**config.mk**
```make
export PLATFORM = sky130hd
export DESIGN_NAME = obf_top
export DESIGN_NICKNAME = d
export VERILOG_FILES = /design/src/shared/obf_pkg.sv /design/src/rtl/obf_top.sv
export SDC_FILE = /design/constraint.sdc
export NUM_CORES = 1
export LEC_CHECK = 0
export ABC_CLOCK_PERIOD_IN_PS = 5400
export BUFFER_PORTS_ARGS = -buffer_cell sky130_fd_sc_hd__buf_2
export CAP_MARGIN = 20
export CORE_UTILIZATION = 60
export CTS_BUF_LIST = sky130_fd_sc_hd__clkbuf_4 sky130_fd_sc_hd__clkbuf_8 sky130_fd_sc_hd__clkbuf_16
export DETAILED_ROUTE_END_ITERATION = 8
export PLACE_DENSITY = 0.81
export SYNTH_ARGS = -nofsm -noshare
export SYNTH_HDL_FRONTEND = slang
export SYNTH_SLANG_ARGS = --single-unit
export TNS_END_PERCENT = 10
```
**constraint.sdc**
```tcl
create_clock -name clk -period 5.4 [get_ports clk]
set_clock_uncertainty 0.05 [all_clocks]
set_input_delay 0 -clock clk [delete_from_list [all_inputs] [get_ports clk]]
set_output_delay 0 -clock clk [all_outputs]
set_load 0.005 [all_outputs]
```
**src/shared/obf_pkg.sv**
```systemverilog
`default_nettype none
package obf_pkg;
    // register byte offsets
    localparam logic [3:0] OBF_CFG_OFS  = 4'h0;
    localparam logic [3:0] OBF_STAT_OFS = 4'h4;
    localparam logic [3:0] OBF_DATA_OFS = 4'h8;
    // configuration register fields
    localparam int OBF_CFG_RANGE_POS = 0;
    localparam int OBF_CFG_CMODE_POS = 2;
    localparam int OBF_CFG_TWOS_POS  = 4;
    localparam int OBF_CFG_W         = 5;
    localparam logic [4:0] OBF_CFG_RST  = 5'h00;
    // status register fields
    localparam int OBF_ST_MODE_POS = 0;
    localparam int OBF_ST_REF_POS  = 4;
    localparam int OBF_ST_BUF_POS  = 5;
    localparam int OBF_ST_MIS_POS  = 6;
    localparam int OBF_ST_CUR_POS  = 7;
    localparam int OBF_ST_SWC_POS  = 8;
    localparam int OBF_ST_CNT_POS  = 16;
    // data path sizes and reset values
    localparam int OBF_RES_W   = 18;
    localparam int OBF_FIFO_D  = 16;
    localparam logic OBF_CODING_RST = 1'b1;
    // bus width selection, one-hot
    typedef enum logic [3:0] {
        OBF_PAR18  = 4'h1,
        OBF_PAR16  = 4'h2,
        OBF_PAR8   = 4'h4,
        OBF_SERIAL = 4'h8
    } obf_mode_t;
    // pins sampled from outside the clock domain
    typedef struct packed {
        logic       width_hi;
        logic       width_lo;
        logic       cfg_pin;
        logic       ref_pd;
        logic       buf_pd;
        logic       rd_n;
        logic [1:0] range;
        logic [1:0] cmode;
    } obf_pins_t;
endpackage
`default_nettype wire

```
**src/rtl/obf_top.sv**
```systemverilog
// Decided for this implementation: the register offsets and the Wishbone interface to the registers.
`timescale 1ns/100ps
`default_nettype none

////////////////////////////////////////////////////////////////////////////////
module obf_fifo #(
    parameter int W = 18,
    parameter int D = 16
) (
    input  wire logic         clk,
    input  wire logic         rst_n,
    input  wire logic         clk_en,
    input  wire logic         in_valid,
    output logic              in_ready,
    input  wire logic [W-1:0] in_data,
    output logic              out_valid,
    input  wire logic         out_ready,
    output logic [W-1:0]      out_data,
    output logic [$clog2(D):0] count
);
    localparam int AW = $clog2(D);

    logic [W-1:0]  mem_r [D];
    logic [AW-1:0] wp_r;
    logic [AW-1:0] wp_nxt;
    logic [AW-1:0] rp_r;
    logic [AW-1:0] rp_nxt;
    logic [AW:0]   cnt_r;
    logic [AW:0]   cnt_nxt;
    logic          push;
    logic          pop;

    // honest flags straight from the fill count
    assign in_ready  = (cnt_r != (AW+1)'(D));
    assign out_valid = (cnt_r != '0);
    assign out_data  = mem_r[rp_r];
    assign count     = cnt_r;
    assign push      = in_valid && in_ready;
    assign pop       = out_valid && out_ready;

    // pointer and count arithmetic
    always_comb begin
        wp_nxt  = push ? wp_r + AW'(1) : wp_r;
        rp_nxt  = pop ? rp_r + AW'(1) : rp_r;
        cnt_nxt = cnt_r;
        if (push && !pop) begin
            cnt_nxt = cnt_r + (AW+1)'(1);
        end else if (pop && !push) begin
            cnt_nxt = cnt_r - (AW+1)'(1);
        end
    end

    always_ff @(posedge clk or negedge rst_n) begin
        if (!rst_n) begin
            wp_r  <= '0;
            rp_r  <= '0;
            cnt_r <= '0;
        end else if (clk_en) begin
            wp_r  <= wp_nxt;
            rp_r  <= rp_nxt;
            cnt_r <= cnt_nxt;
        end
    end

    // storage has no reset; only written entries are ever read
    always_ff @(posedge clk) begin
        if (clk_en && push) begin
            mem_r[wp_r] <= in_data;
        end
    end
endmodule

////////////////////////////////////////////////////////////////////////////////
module obf_top
    import obf_pkg::*;
(
    input  wire logic                 clk,
    input  wire logic                 rst_n,
    input  wire logic                 clk_en,
    // wishbone slave
    input  wire logic                 wb_cyc_i,
    input  wire logic                 wb_stb_i,
    input  wire logic                 wb_we_i,
    input  wire logic [3:0]           wb_adr_i,
    input  wire logic [3:0]           wb_sel_i,
    input  wire logic [31:0]          wb_dat_i,
    output logic [31:0]               wb_dat_o,
    output logic                      wb_ack_o,
    // conversion results from the converter core
    input  wire logic                 res_valid,
    output logic                      res_ready,
    input  wire logic [OBF_RES_W-1:0] res_data,
    // configuration pins and the host read strobe
    input  wire logic                 bus_width_sel_hi,
    input  wire logic                 bus_width_sel_lo,
    input  wire logic                 pin_or_register_config,
    input  wire logic                 ref_powerdown,
    input  wire logic                 ref_buffer_powerdown,
    input  wire logic                 read_n,
    input  wire logic [1:0]           range_pins,
    input  wire logic [1:0]           conv_mode_pins,
    // data lines, split into in, out and enable
    input  wire logic [OBF_RES_W-1:0] data_line_i,
    output logic [OBF_RES_W-1:0]      data_line_o,
    output logic [OBF_RES_W-1:0]      data_line_oe,
    // derived controls
    output logic                      output_coding_sel,
    output logic                      serial_if_en,
    output logic [1:0]                range_sel,
    output logic [1:0]                conv_mode_sel,
    output logic                      ref_enable,
    output logic                      ref_buf_enable
);
    localparam int CW = $clog2(OBF_FIFO_D) + 1;

    obf_pins_t pins_raw;
    obf_pins_t pins_s1_r;
    obf_pins_t pins_r;
    logic [OBF_RES_W-1:0] line_s1_r;
    logic [OBF_RES_W-1:0] line_r;
    logic      rd_n_d_r;
    logic      word_select_low;
    logic      byte_select_high;
    obf_mode_t mode;
    logic      sw_cfg;

    ////////////////////////////////////////////////////////////////////////////
    // two-flop synchronisers on every pin input
    assign pins_raw = '{width_hi: bus_width_sel_hi, width_lo: bus_width_sel_lo,
                        cfg_pin: pin_or_register_config, ref_pd: ref_powerdown,
                        buf_pd: ref_buffer_powerdown, rd_n: read_n,
                        range: range_pins, cmode: conv_mode_pins};

    // read strobe resets to its idle high level so no false release follows reset
    always_ff @(posedge clk or negedge rst_n) begin
        if (!rst_n) begin
            pins_s1_r <= '{rd_n: 1'b1, default: '0};
            pins_r    <= '{rd_n: 1'b1, default: '0};
            line_s1_r <= '0;
            line_r    <= '0;
            rd_n_d_r  <= 1'b1;
        end else if (clk_en) begin
            pins_s1_r <= pins_raw;
            pins_r    <= pins_s1_r;
            line_s1_r <= data_line_i;
            line_r    <= line_s1_r;
            rd_n_d_r  <= pins_r.rd_n;
        end
    end

    // width selects decode to one of four bus modes
    always_comb begin
        case ({pins_r.width_hi, pins_r.width_lo})
            2'b00:   mode = OBF_PAR18;
            2'b01:   mode = OBF_PAR16;
            2'b10:   mode = OBF_PAR8;
            default: mode = OBF_SERIAL;
        endcase
    end

    // line 1 doubles as word select in 16- and 8-bit modes, line 2 as byte select in 8-bit mode
    assign word_select_low  = line_r[1];
    assign byte_select_high = line_r[2];
    assign serial_if_en     = (mode == OBF_SERIAL);
    assign sw_cfg = serial_if_en && !pins_r.cfg_pin;

    ////////////////////////////////////////////////////////////////////////////
    // result buffer and the word currently presented
    logic [OBF_RES_W-1:0] fifo_data;
    logic                 fifo_valid;
    logic                 fifo_take;
    logic [CW-1:0]        fifo_cnt;
    logic [OBF_RES_W-1:0] cur_r;
    logic [OBF_RES_W-1:0] cur_nxt;
    logic                 cur_vld_r;
    logic                 cur_vld_nxt;
    logic                 read_done;

    obf_fifo #(.W(OBF_RES_W), .D(OBF_FIFO_D)) u_fifo (
        .clk       (clk),
        .rst_n     (rst_n),
        .clk_en    (clk_en),
        .in_valid  (res_valid),
        .in_ready  (res_ready),
        .in_data   (res_data),
        .out_valid (fifo_valid),
        .out_ready (fifo_take),
        .out_data  (fifo_data),
        .count     (fifo_cnt)
    );

    // end of a host read releases the word; the host stalls the drain
    assign read_done = pins_r.rd_n && !rd_n_d_r;
    assign fifo_take = !cur_vld_r || read_done;

    always_comb begin
        cur_nxt     = cur_r;
        cur_vld_nxt = cur_vld_r;
        if (fifo_take) begin
            cur_vld_nxt = fifo_valid;
            if (fifo_valid) begin
                cur_nxt = fifo_data;
            end
        end
    end

    always_ff @(posedge clk or negedge rst_n) begin
        if (!rst_n) begin
            cur_r     <= '0;
            cur_vld_r <= 1'b0;
        end else if (clk_en) begin
            cur_r     <= cur_nxt;
            cur_vld_r <= cur_vld_nxt;
        end
    end

    ////////////////////////////////////////////////////////////////////////////
    // data line formatting, registered so the pins never glitch
    logic [OBF_RES_W-1:0] d_r;
    logic [OBF_RES_W-1:0] d_nxt;
    logic [OBF_RES_W-1:0] oe_r;
    logic [OBF_RES_W-1:0] oe_nxt;

    always_comb begin
        d_nxt  = '0;
        oe_nxt = '0;
        case (mode)
            OBF_PAR18: begin
                d_nxt  = cur_r;
                oe_nxt = '1;
            end
            OBF_PAR16: begin
                oe_nxt[17:2] = '1;
                if (!word_select_low) begin
                    d_nxt[17:2] = cur_r[17:2];
                end else begin
                    d_nxt[3:2] = cur_r[1:0];
                end
            end
            OBF_PAR8: begin
                oe_nxt[17:10] = '1;
                case ({word_select_low, byte_select_high})
                    2'b00:   d_nxt[17:10] = cur_r[17:10];
                    2'b01:   d_nxt[17:10] = cur_r[9:2];
                    2'b10:   d_nxt[11:10] = cur_r[1:0];
                    default: d_nxt[17:16] = cur_r[1:0];
                endcase
            end
            default: begin
                oe_nxt = '0;
            end
        endcase
    end

    always_ff @(posedge clk or negedge rst_n) begin
        if (!rst_n) begin
            d_r  <= '0;
            oe_r <= '0;
        end else if (clk_en) begin
            d_r  <= d_nxt;
            oe_r <= oe_nxt;
        end
    end

    assign data_line_o  = d_r;
    assign data_line_oe = oe_r;

    ////////////////////////////////////////////////////////////////////////////
    // configuration register and derived selections
    logic [OBF_CFG_W-1:0] cfg_r;
    logic [OBF_CFG_W-1:0] cfg_nxt;
    logic                 coding_r;
    logic                 coding_nxt;
    logic                 wb_req;
    logic                 ack_r;
    logic                 ack_nxt;
    logic [31:0]          rdat_r;
    logic [31:0]          rdat_nxt;
    logic [31:0]          status;

    // coding is an input on line 0 except at full width
    always_comb begin
        if (mode == OBF_PAR18) begin
            coding_nxt = !cfg_r[OBF_CFG_TWOS_POS];
        end else begin
            coding_nxt = line_r[0];
        end
    end

    always_comb begin
        if (sw_cfg) begin
            range_sel     = cfg_r[OBF_CFG_RANGE_POS +: 2];
            conv_mode_sel = cfg_r[OBF_CFG_CMODE_POS +: 2];
        end else begin
            range_sel     = pins_r.range;
            conv_mode_sel = pins_r.cmode;
        end
    end

    assign ref_enable        = !pins_r.ref_pd;
    assign ref_buf_enable    = !pins_r.buf_pd;
    assign output_coding_sel = coding_r;

    // status shows live state; misuse flags internal ref without buffer
    always_comb begin
        status = '0;
        status[OBF_ST_MODE_POS +: 4] = mode;
        status[OBF_ST_REF_POS]       = ref_enable;
        status[OBF_ST_BUF_POS]       = ref_buf_enable;
        status[OBF_ST_MIS_POS]       = ref_enable && !ref_buf_enable;
        status[OBF_ST_CUR_POS]       = cur_vld_r;
        status[OBF_ST_SWC_POS]       = sw_cfg;
        status[OBF_ST_CNT_POS +: CW] = fifo_cnt;
    end

    // single-wait-state slave: ack one cycle after the request
    assign wb_req = wb_cyc_i && wb_stb_i;

    always_comb begin
        ack_nxt  = wb_req && !ack_r;
        rdat_nxt = '0;
        cfg_nxt  = cfg_r;
        case (wb_adr_i)
            OBF_CFG_OFS:  rdat_nxt[OBF_CFG_W-1:0] = cfg_r;
            OBF_STAT_OFS: rdat_nxt = status;
            OBF_DATA_OFS: rdat_nxt[OBF_RES_W-1:0] = cur_r;
            default:      rdat_nxt = '0;
        endcase
        // write lands at the acking edge, low lane only
        if (wb_req && ack_r && wb_we_i && wb_sel_i[0] && wb_adr_i == OBF_CFG_OFS) begin
            cfg_nxt = wb_dat_i[OBF_CFG_W-1:0];
        end
    end

    always_ff @(posedge clk or negedge rst_n) begin
        if (!rst_n) begin
            cfg_r    <= OBF_CFG_RST;
            coding_r <= OBF_CODING_RST;
            ack_r    <= 1'b0;
            rdat_r   <= '0;
        end else if (clk_en) begin
            cfg_r    <= cfg_nxt;
            coding_r <= coding_nxt;
            ack_r    <= ack_nxt;
            rdat_r   <= rdat_nxt;
        end
    end

    // ack gated by the live request so a dropped cycle never sees it
    assign wb_ack_o = ack_r && wb_req;
    assign wb_dat_o = rdat_r;
endmodule
`default_nettype wire

```
* After elaboration in Yosys (flattened, before gate mapping) *
Memories as Yosys holds them, arrays and structs flattened. A register that Yosys moved wholly into a read port is not among the register bits.
Index checks and enable logic that the tools add are counted.
Widths: inputs -> output; s select.

storage, ports and cells
  register bits = 116
  memory bits (writable) = 288
  input port bits = 93
  output and inout port bits = 78
  logic and storage cells = 105
  memories = 1

memory list
  memory        depth  bits a word  rd ports  clocked after memory_dff  write ports  RTL line       source
  u_fifo.mem_r  16     18           1         1                         1            obf_top.sv:23  logic [W-1:0] mem_r [D];

operators by class
  add/subtract/negate cells = 4
  eq/ne operators = 11
  muxes and demuxes = 22
  reduce and logical (&&, ||, !) cells = 38

operator list
  kind                 count
  $pmux 13 s2          1
  $pmux 8 s3           1
  $mux 8               2
  $pmux 8 s2           1
  $pmux 5 s3           1
  $logic_and 1x1->1    14
  $mux 14              1
  $pmux 2 s3           2
  $pmux 4 s3           1
  $logic_not 1->1      10
  $mux 2               5
  $mux 5               2
  $reduce_and 2->1     5
  $add 4x1->4 const B  2
  $eq 4x3->1 const B   2
  $eq 4x4->1 const B   2
  $pmux 4 s2           1
  $add 5x1->5 const B  1
  $ne 5x5->1 const B   1
  $reduce_bool 5->1    1
  $sub 5x1->5 const B  1
  $eq 2x1->1 const B   2
  $eq 2x2->1 const B   2
  $eq 4x1->1 const B   1
  10 further kinds     13

* Logic depth before layout (Yosys ltp) *
Gate-level depths: netlist of the first run.

  word-level depth = 8
  depth in mapped cells = 10
  gate-level depth less buffers = 9

* Hierarchy *
A second synthesis of the first run with hierarchy kept.

unflattened totals
  cells, all modules = 921
  area total of the unflattened synthesis = 15932.8 µm²

by module, submodules not included
  module    instances  cells each  area each (µm²)  seq. area each (µm²)
  obf_fifo  1          538         11651.2          8973.6
  obf_top   1          383         4281.6           2382.3

* Worst setup path before layout of the first run *
No wires, ideal clock.

  path type = reg-to-reg
  start point = reg u_fifo.cnt_r[0] (netlist: u_fifo.count[0])
  end point = mem u_fifo.mem_r[3][0] (enable)
  arrival = 2472 ps
  required time = 4934 ps
  slack = 2462 ps
  cell stages (with the launch flop) = 5
  cell sequence = dfrtp_1 -> nor4_4 -> a211oi_2 -> nand2_1 -> nor3_1

on the way
  cells in the longest elaborated chain, start to end = 5

ends and longest elaborated chain
  item                          RTL line       source
  start: declaration            obf_top.sv:28  logic [AW:0] cnt_r;
  start signal: assignment      obf_top.sv:61  cnt_r <= cnt_nxt;
  $ne 5x5->1                    obf_top.sv:34  assign in_ready = (cnt_r != (AW+1)'(D));
  $logic_and 1x1->1             obf_top.sv:38  assign push = in_valid && in_ready;
  $logic_and 1x1->1             obf_top.sv:67  if (clk_en && push) begin
  $mux 1                        obf_top.sv:67
  $mux 1 (implied by the code)  obf_top.sv:68  mem_r[wp_r] <= in_data;
  end: declaration              obf_top.sv:23

No other way between the ends.

* Worst setup path after layout of the first run *
  start point = reg u_fifo.cnt_r[0] (netlist: u_fifo.count[0])
  end point = mem u_fifo.mem_r[1][6] (enable)

The elaborated chain is that of the path after synthesis.

==> results of run 1 <==
## layer usage
layer,wire (µm),up-vias,share of wire
met3,3110,117,0.087
met2,17700,576,0.49
met5,0,-,0
li1,-,3758,-
met4,1540,0,0.043
met1,13400,4537,0.37
## cells by family after synthesis
kind of cell / synth area share
adder cells (fa/ha/maj): 0.00840
AO/OA/AOI/OAI: 0.0555
other: 0.000237
buffers and inverters: 0.0306
flip-flops: 0.719
XOR/XNOR: 0.00554
AND/OR/NAND/NOR: 0.0379
multiplexers: 0.143
## stage by stage
step,utilization,hold WS [ps]
finish,0.711,-4.46
global route,0.711,54.7
CTS,0.711,8.30
detailed placement,0.643,7.25
global placement,0.643,3.38
floorplan,-,-346
## how the worst max path moves through the flow
stage                                startpoint                           end  cells past startpoint
finish              u_fifo.count[0]$_DFFE_PN0P_  u_fifo.mem_r[1][6]$_DFFE_PP_                      5
global route        u_fifo.count[1]$_DFFE_PN0P_  u_fifo.mem_r[1][6]$_DFFE_PP_                      5
CTS                 u_fifo.count[0]$_DFFE_PN0P_  u_fifo.mem_r[3][3]$_DFFE_PP_                      5
detailed placement  u_fifo.count[1]$_DFFE_PN0P_  u_fifo.mem_r[3][6]$_DFFE_PP_                      5
global placement    u_fifo.count[0]$_DFFE_PN0P_  u_fifo.mem_r[3][5]$_DFFE_PP_                      5
floorplan           u_fifo.count[0]$_DFFE_PN0P_  u_fifo.mem_r[3][0]$_DFFE_PP_                      4
## report_power, final
group / internal [mW] / switching [mW]
combinational: 1.00 / 1.03
sequential: 3.59 / 0.429
clock: 1.67 / 1.11
total: 6.26 / 2.57
## cell type report
cell class | count | area, µm² | share of cell area
repair buffers | 184 | 1210 | 0.0657
clock inverters | 17 | 184 | 0.00998
multi-input cells | 401 | 4060 | 0.220
clock buffers | 54 | 1140 | 0.0616
flip-flops and latches | 396 | 11400 | 0.616
well taps | 335 | 419 | 0.0227
inverters | 18 | 67.6 | 0.00366
## synthesized netlist by cell type, drive strengths merged (8+ instances only)
| cell type | instances |
|---|---|
| xnor2 | 8 |
| nand2 | 26 |
| ha | 9 |
| mux2 | 36 |
| o21ai | 20 |
| dfrtp | 104 |
| o22ai | 19 |
| a221oi | 35 |
| clkbuf | 26 |
| mux2i | 23 |
| o2bb2ai | 11 |
| buf | 50 |
| a21oi | 10 |
| mux4 | 72 |
| inv | 17 |
| nand3 | 9 |
| edfxtp | 288 |
| nor2 | 65 |
## repair_timing
| action | in CTS | in global routing |
|---|---|---|
| resized for setup | 0 | 0 |
| hold buffers | 43 | 0 |
| endpoints found under the hold margin | 361 | 0 |
## registers in the layout, summed over array words and instances, names as in the netlist, 4 cells and up
register / cells
cur_r: 18
pins_r: 10
pins_s1_r: 10
u_fifo.rp_r: 4
u_fifo.mem_r: 288
data_line_o: 18
cfg_r: 5
u_fifo.wp_r: 4
wb_dat_o: 21
u_fifo.count: 5
## worst register-to-register path, cell delays in order (launching register included)
cell,delay [ps]
dfrtp_1,490
nor4_4,120
a211oi_2,660
nand2_1,290
nor3_2,860
buf_4,430
==> qor.yml, run 1 <==
clk_latency_ps: 530
grt_max_degree: 77
pre_cts_slack_ps: 2120
track_usage: 0.274
drc_errors: 0
gr-total-overflow: 0
core_area_mm2: 0.0259
critPathKind: "reg -> reg"
std_cell_rows: 59
whs_ps: -4.46
dp_cells: 1290
grt_util_met1: 0.357
drive_above_1_share: 0.331
critical_path.top_delay_family: "simple AND/OR/NAND/NOR gates"
busiest_layer: "met2"
met3_usage: 0.0485
ir_worst_vdd_uv: 386
placed_area_mm2: 0.0167
worstReg2RegEnd: "u_fifo.mem_r[1][6]$_DFFE_PP_"
die_x_um: 164
cts_max_level: 2
layout_commonest_cell: "edfxtp_1"
crit_required_ps: 5550
setup_viol: 0
wl_per_cell_um: 25.4
crit_chain: "nor4_4, a211oi_2, nand2_1, nor3_2, buf_4"
violations: "hold timing"
fill_cells: 1540
ys_ff_latch: 396
synthCells: 881
worstPathArrival_ps: 3390
cts_setup_buffers: 0
synth-seq-area-share: 0.719
final_cell_mix: "edfxtp_1, buf_2, dfrtp_1"
final_hold_viol_count: 3
antenna_cells: 0
synth_async_sr_flop_share: 0.273
ff2ff_path_depth: 5
synth-edff-count: 288
gp_congestion: 0.838
start_util: 0.610
stdcell_area_mm2: 0.0184
num_vias: 8988
grt_pass1_wl_mm: 53.2
fin_ws_ps: 2170
synthDistinctLibCells: 50
path_buf_inv: 1
r2r-start: "u_fifo.count[0]$_DFFE_PN0P_"
yosysTopAreaCellShare: 0.547
io_pins: 171
grt_pass1_vias: 9129
vias_per_cell: 6.40
pwr_density_cell_mw_per_mm2: 479
cp_slowest_cell: "nor3_2"
synthTopCellsByArea: "edfxtp_1, dfrtp_1, mux4_2, mux2_2, nor2_1"
endpoint_kind: "register"
synth_flop_cell: "edfxtp_1"
cp-start-kind: "register"
die_area_mm2: 0.0270
cts.clk_slew.worst_paths_ps: 60
hold_class: "in -> async"
p_total_mw: 8.82
antenna_found_initial: 0
io_buffers: 114
drv_cap: 0
slew_violations: 0
wl_mm: 35.7
finalSetupTns_ps: 0
cts_tree: "done"
drt_iter0_markers: 890
die_h_um: 164
yosysTopAreaCell: "edfxtp_1"
area_growth_pct: 16.7
status: "finished with violations"
worst_slew_pin_slew_ps: 1090
min_period_over_period: 0.599
power.leakage_nw: 6.76
layout_min_cycle_time_ps: 3230
grt_util_met2: 0.455
fmax_ghz: 0.309
avgSynthCellArea_um2: 17.9
cts_made_buffers: 39
max_stage_delay_ps: 860
r2r_slack_ps: 2170
cts.path.max_buffers: 3
final_nets: 1143
yosys_warnings: 0
crit_path_max_fanout: 11
dpl.hpwl_mm: 20.7
finalNonFillerCells: 1405
antenna_left: 0
rsz0062_at_grt: "no"
synth_area_mm2: 0.0158
firstDrtPassIters: 5
clockRootBuffer: "clkbuf_16"
clock-sinks: 396
max_slew_margin: 0.273
(Power assumes the default switching activity.)
==> run 2: changes to the inputs <==
Settings changed: ABC_AREA set to 1, ABC_CLOCK_PERIOD_IN_PS 5400 to 2940, CORE_UTILIZATION 60 to 53, PLACE_DENSITY 0.81 to 0.76.
Clock period 5.4 ns to 2.94 ns, I/O delays scaled along.
==> qor.yml, run 2 <==
status: "completed"
rsz0062_at_grt: "no"
power.leakage_nw: 9.35  # +38%
critPathKind: "reg -> reg"
vias_per_cell: 5.32  # -17%
share_comb_of_total_power: 0.301  # +0.070
largest_register_ffs: 288  # unchanged
p_sw_frac: 0.349  # +0.0582
yosysTopAreaCell: "edfxtp_1"
antenna_left: 0  # unchanged
final_cell_mix: "nand2_1, edfxtp_1, inv_1"
std_cell_rows: 65  # +10%
worstPathArrival_ps: 2790  # -600 ps
cts_max_level: 2  # unchanged
p_total_mw: 17.4  # +98%
grt_pass1_vias: 12200  # +34%
ir_worst_vdd_uv: 604  # +57%
slew_violations: 0  # unchanged
num_vias: 12700  # +41%
clkPwrFrac: 0.299  # -0.015
synthTopCellsByArea: "edfxtp_1, dfrtp_1, nand2_1, nand3_1, inv_1"
crit_path_max_fanout: 22  # +11
finalSetupTns_ps: 0  # unchanged
antenna_cells: 0  # unchanged
firstDrtPassIters: 5  # unchanged
clk_latency_ps: 540  # about the same
synthDistinctLibCells: 35  # -30%
drt_iter0_markers: 1305  # +47%
dp_cells: 2263  # +75%
core_area_mm2: 0.0319  # +23%
layout_commonest_cell: "nand2_1"
synth-seq-area-share: 0.655  # -0.0637
gr-total-overflow: 0  # unchanged
largest-register: "u_fifo.mem_r"
io_buffers: 114  # unchanged
cts.clk_slew.worst_paths_ps: 60  # about the same
layout_min_cycle_time_ps: 2460  # -773 ps
area_growth_pct: 16.7  # about the same
grt_pass1_wl_mm: 64.9  # +22%
crit_required_ps: 3270  # -2280 ps
hold_class: "in -> reg"
die_x_um: 183  # +11%
yosys_warnings: 0  # unchanged
synthCells: 1775  # +100%
p_seq_frac: 0.400  # -0.055
fill_cells: 2415  # +57%
die_h_um: 183  # +11%
clock-sinks: 396  # unchanged
power.switching_mw: 6.09  # +140%
cp-start-kind: "register"
io_pins: 171  # unchanged
ys_ff_latch: 396  # unchanged
pwr_density_cell_mw_per_mm2: 862  # +80%
synth_common_cells: "nand2_1, edfxtp_1, inv_1"
cts.path.max_buffers: 3  # unchanged
max_slew_margin: 0.436  # +0.162
wl_per_cell_um: 17.2  # -32%
stdcell_area_mm2: 0.0202  # +9.7%
yosysTopAreaCellShare: 0.499  # -0.0485
fin_util: 0.635  # -0.0769
min_period_over_period: 0.837  # +0.238
synth-edff-count: 288  # unchanged
synth_flop_cell: "edfxtp_1"
final_hold_viol_count: 0  # -3
gp_congestion: 0.901  # +7.5%
synth_area_mm2: 0.0173  # +9.7%
p_int_mw: 11.4  # +81%
synth_async_sr_flop_share: 0.273  # unchanged
grt_max_degree: 147  # +91%
final_nets: 2026  # +77%
cts_tree: "done"
worst_slew_pin_slew_ps: 845  # -245 ps
drive_above_1_share: 0.125  # -0.205
avgSynthCellArea_um2: 9.76  # -46%
dpl.hpwl_mm: 24.0  # +16%
finalNonFillerCells: 2388  # +70%
endpoint_kind: "register"
setup_viol: 0  # unchanged
drc_errors: 0  # unchanged
drv_cap: 0  # unchanged
die_area_mm2: 0.0334  # +24%
antenna_found_initial: 0  # unchanged
start_util: 0.544  # -0.0660
track_usage: 0.249  # -0.0252
clockRootBuffer: "clkbuf_16"
placed_area_mm2: 0.0183  # +10%
wl_mm: 41.1  # +15%
cts_made_buffers: 40  # +2.6%
yosysMostFrequentCell: "nand2_1"
fmax_ghz: 0.406  # +31%
[run 2: changes by cell type after synthesis, sizes merged, moves of 27 or more]
cell / previous run / this run
nand2: 26 / 623
inv: 17 / 267
nand3: 9 / 233
mux4: 72 / 0
a221oi: 35 / 0
mux2: 36 / 5
buf: 50 / 80
o21ai: 20 / 47
[run 2: logic make-up after synthesis]
kind of cell	Yosys count	synth area share
buffers and inverters	370	0.0903
and+or+nand+nor	906	0.215
xor gates and xnor gates	9	0.00455
muxes	5	0.00325
AOI/OAI and AO/OA	78	0.0243
other	1	0.000216
adders and majority gates	10	0.00765
DFF	396	0.655
[run 2: layout make-up]
type                       instances  area [µm²]  share of cell area
sequential                       396       11400               0.562
clock inverter                    22         240              0.0119
tap                              435         544              0.0269
multi-input combinational       1019        4490               0.222
clock buffer                      50        1120              0.0552
timing repair buffer             198        1470              0.0727
inverter                         268        1010              0.0498
[run 2: critical path, cell delays in order, from the launching register on]
cell	delay [ps]
dfrtp_1	450
nor2_1	190
nand3_1	120
o21ai_2	660
inv_1	540
nand2_1	170
o21ai_0	100
[run 2: what timing repair did]
item	CTS	global route
endpoints found under the setup margin	0	0
endpoints found under the hold margin	435	0
resized for setup	0	0
hold buffers	53	0
setup buffers	0	0
[run 2: final timing paths]
kind / to / start / slack, ps / cells past startpoint
max: u_fifo.rp_r[1]$_DFFE_PN0P_ / u_fifo.count[1]$_DFFE_PN0P_ / 480 / 6
min: pins_s1_r[3]$_DFFE_PN0P_ / range_pins[1] / 160 / 4
max reg2reg: u_fifo.rp_r[1]$_DFFE_PN0P_ / u_fifo.count[1]$_DFFE_PN0P_ / 480 / 6
min reg2reg: pins_s1_r[4]$_DFFE_PN1P_ / pins_s1_r[4]$_DFFE_PN1P_ / 410 / 2
max in group asynchronous: rd_n_d_r$_DFFE_PN1P_ / rst_n / 1940 / 4
min in group asynchronous: wb_dat_o[12]$_DFFE_PN0P_ / rst_n / 490 / 4
[run 2: power groups by stage]
stage	combinational (mW)	sequential, mW	clock (mW)
after floorplan	3.52	6.95	0
after global placement	4.94	7.04	0
after detailed placement	5.10	7.07	0
after CTS	5.21	6.96	5.28
after global routing	5.82	7.02	5.49
final	5.25	6.97	5.22
[run 2: layer usage]
layer,global-route usage,share of wire
met4,0.0783,0.024
met2,0.420,0.48
met1,0.336,0.41
met5,0,0
met3,0.0349,0.079
[run 2: through the flow]
| step | hold slack, ps | setup WS (ps) |
|---|---|---|
| 5_1_grt | 178 | 164 |
| 4_1_cts | 127 | 438 |
| 6_report | 160 | 479 |
| 3_3_place_gp | -56.4 | 614 |
| 3_5_place_dp | -48.9 | 522 |
| 2_1_floorplan | -346 | 685 |
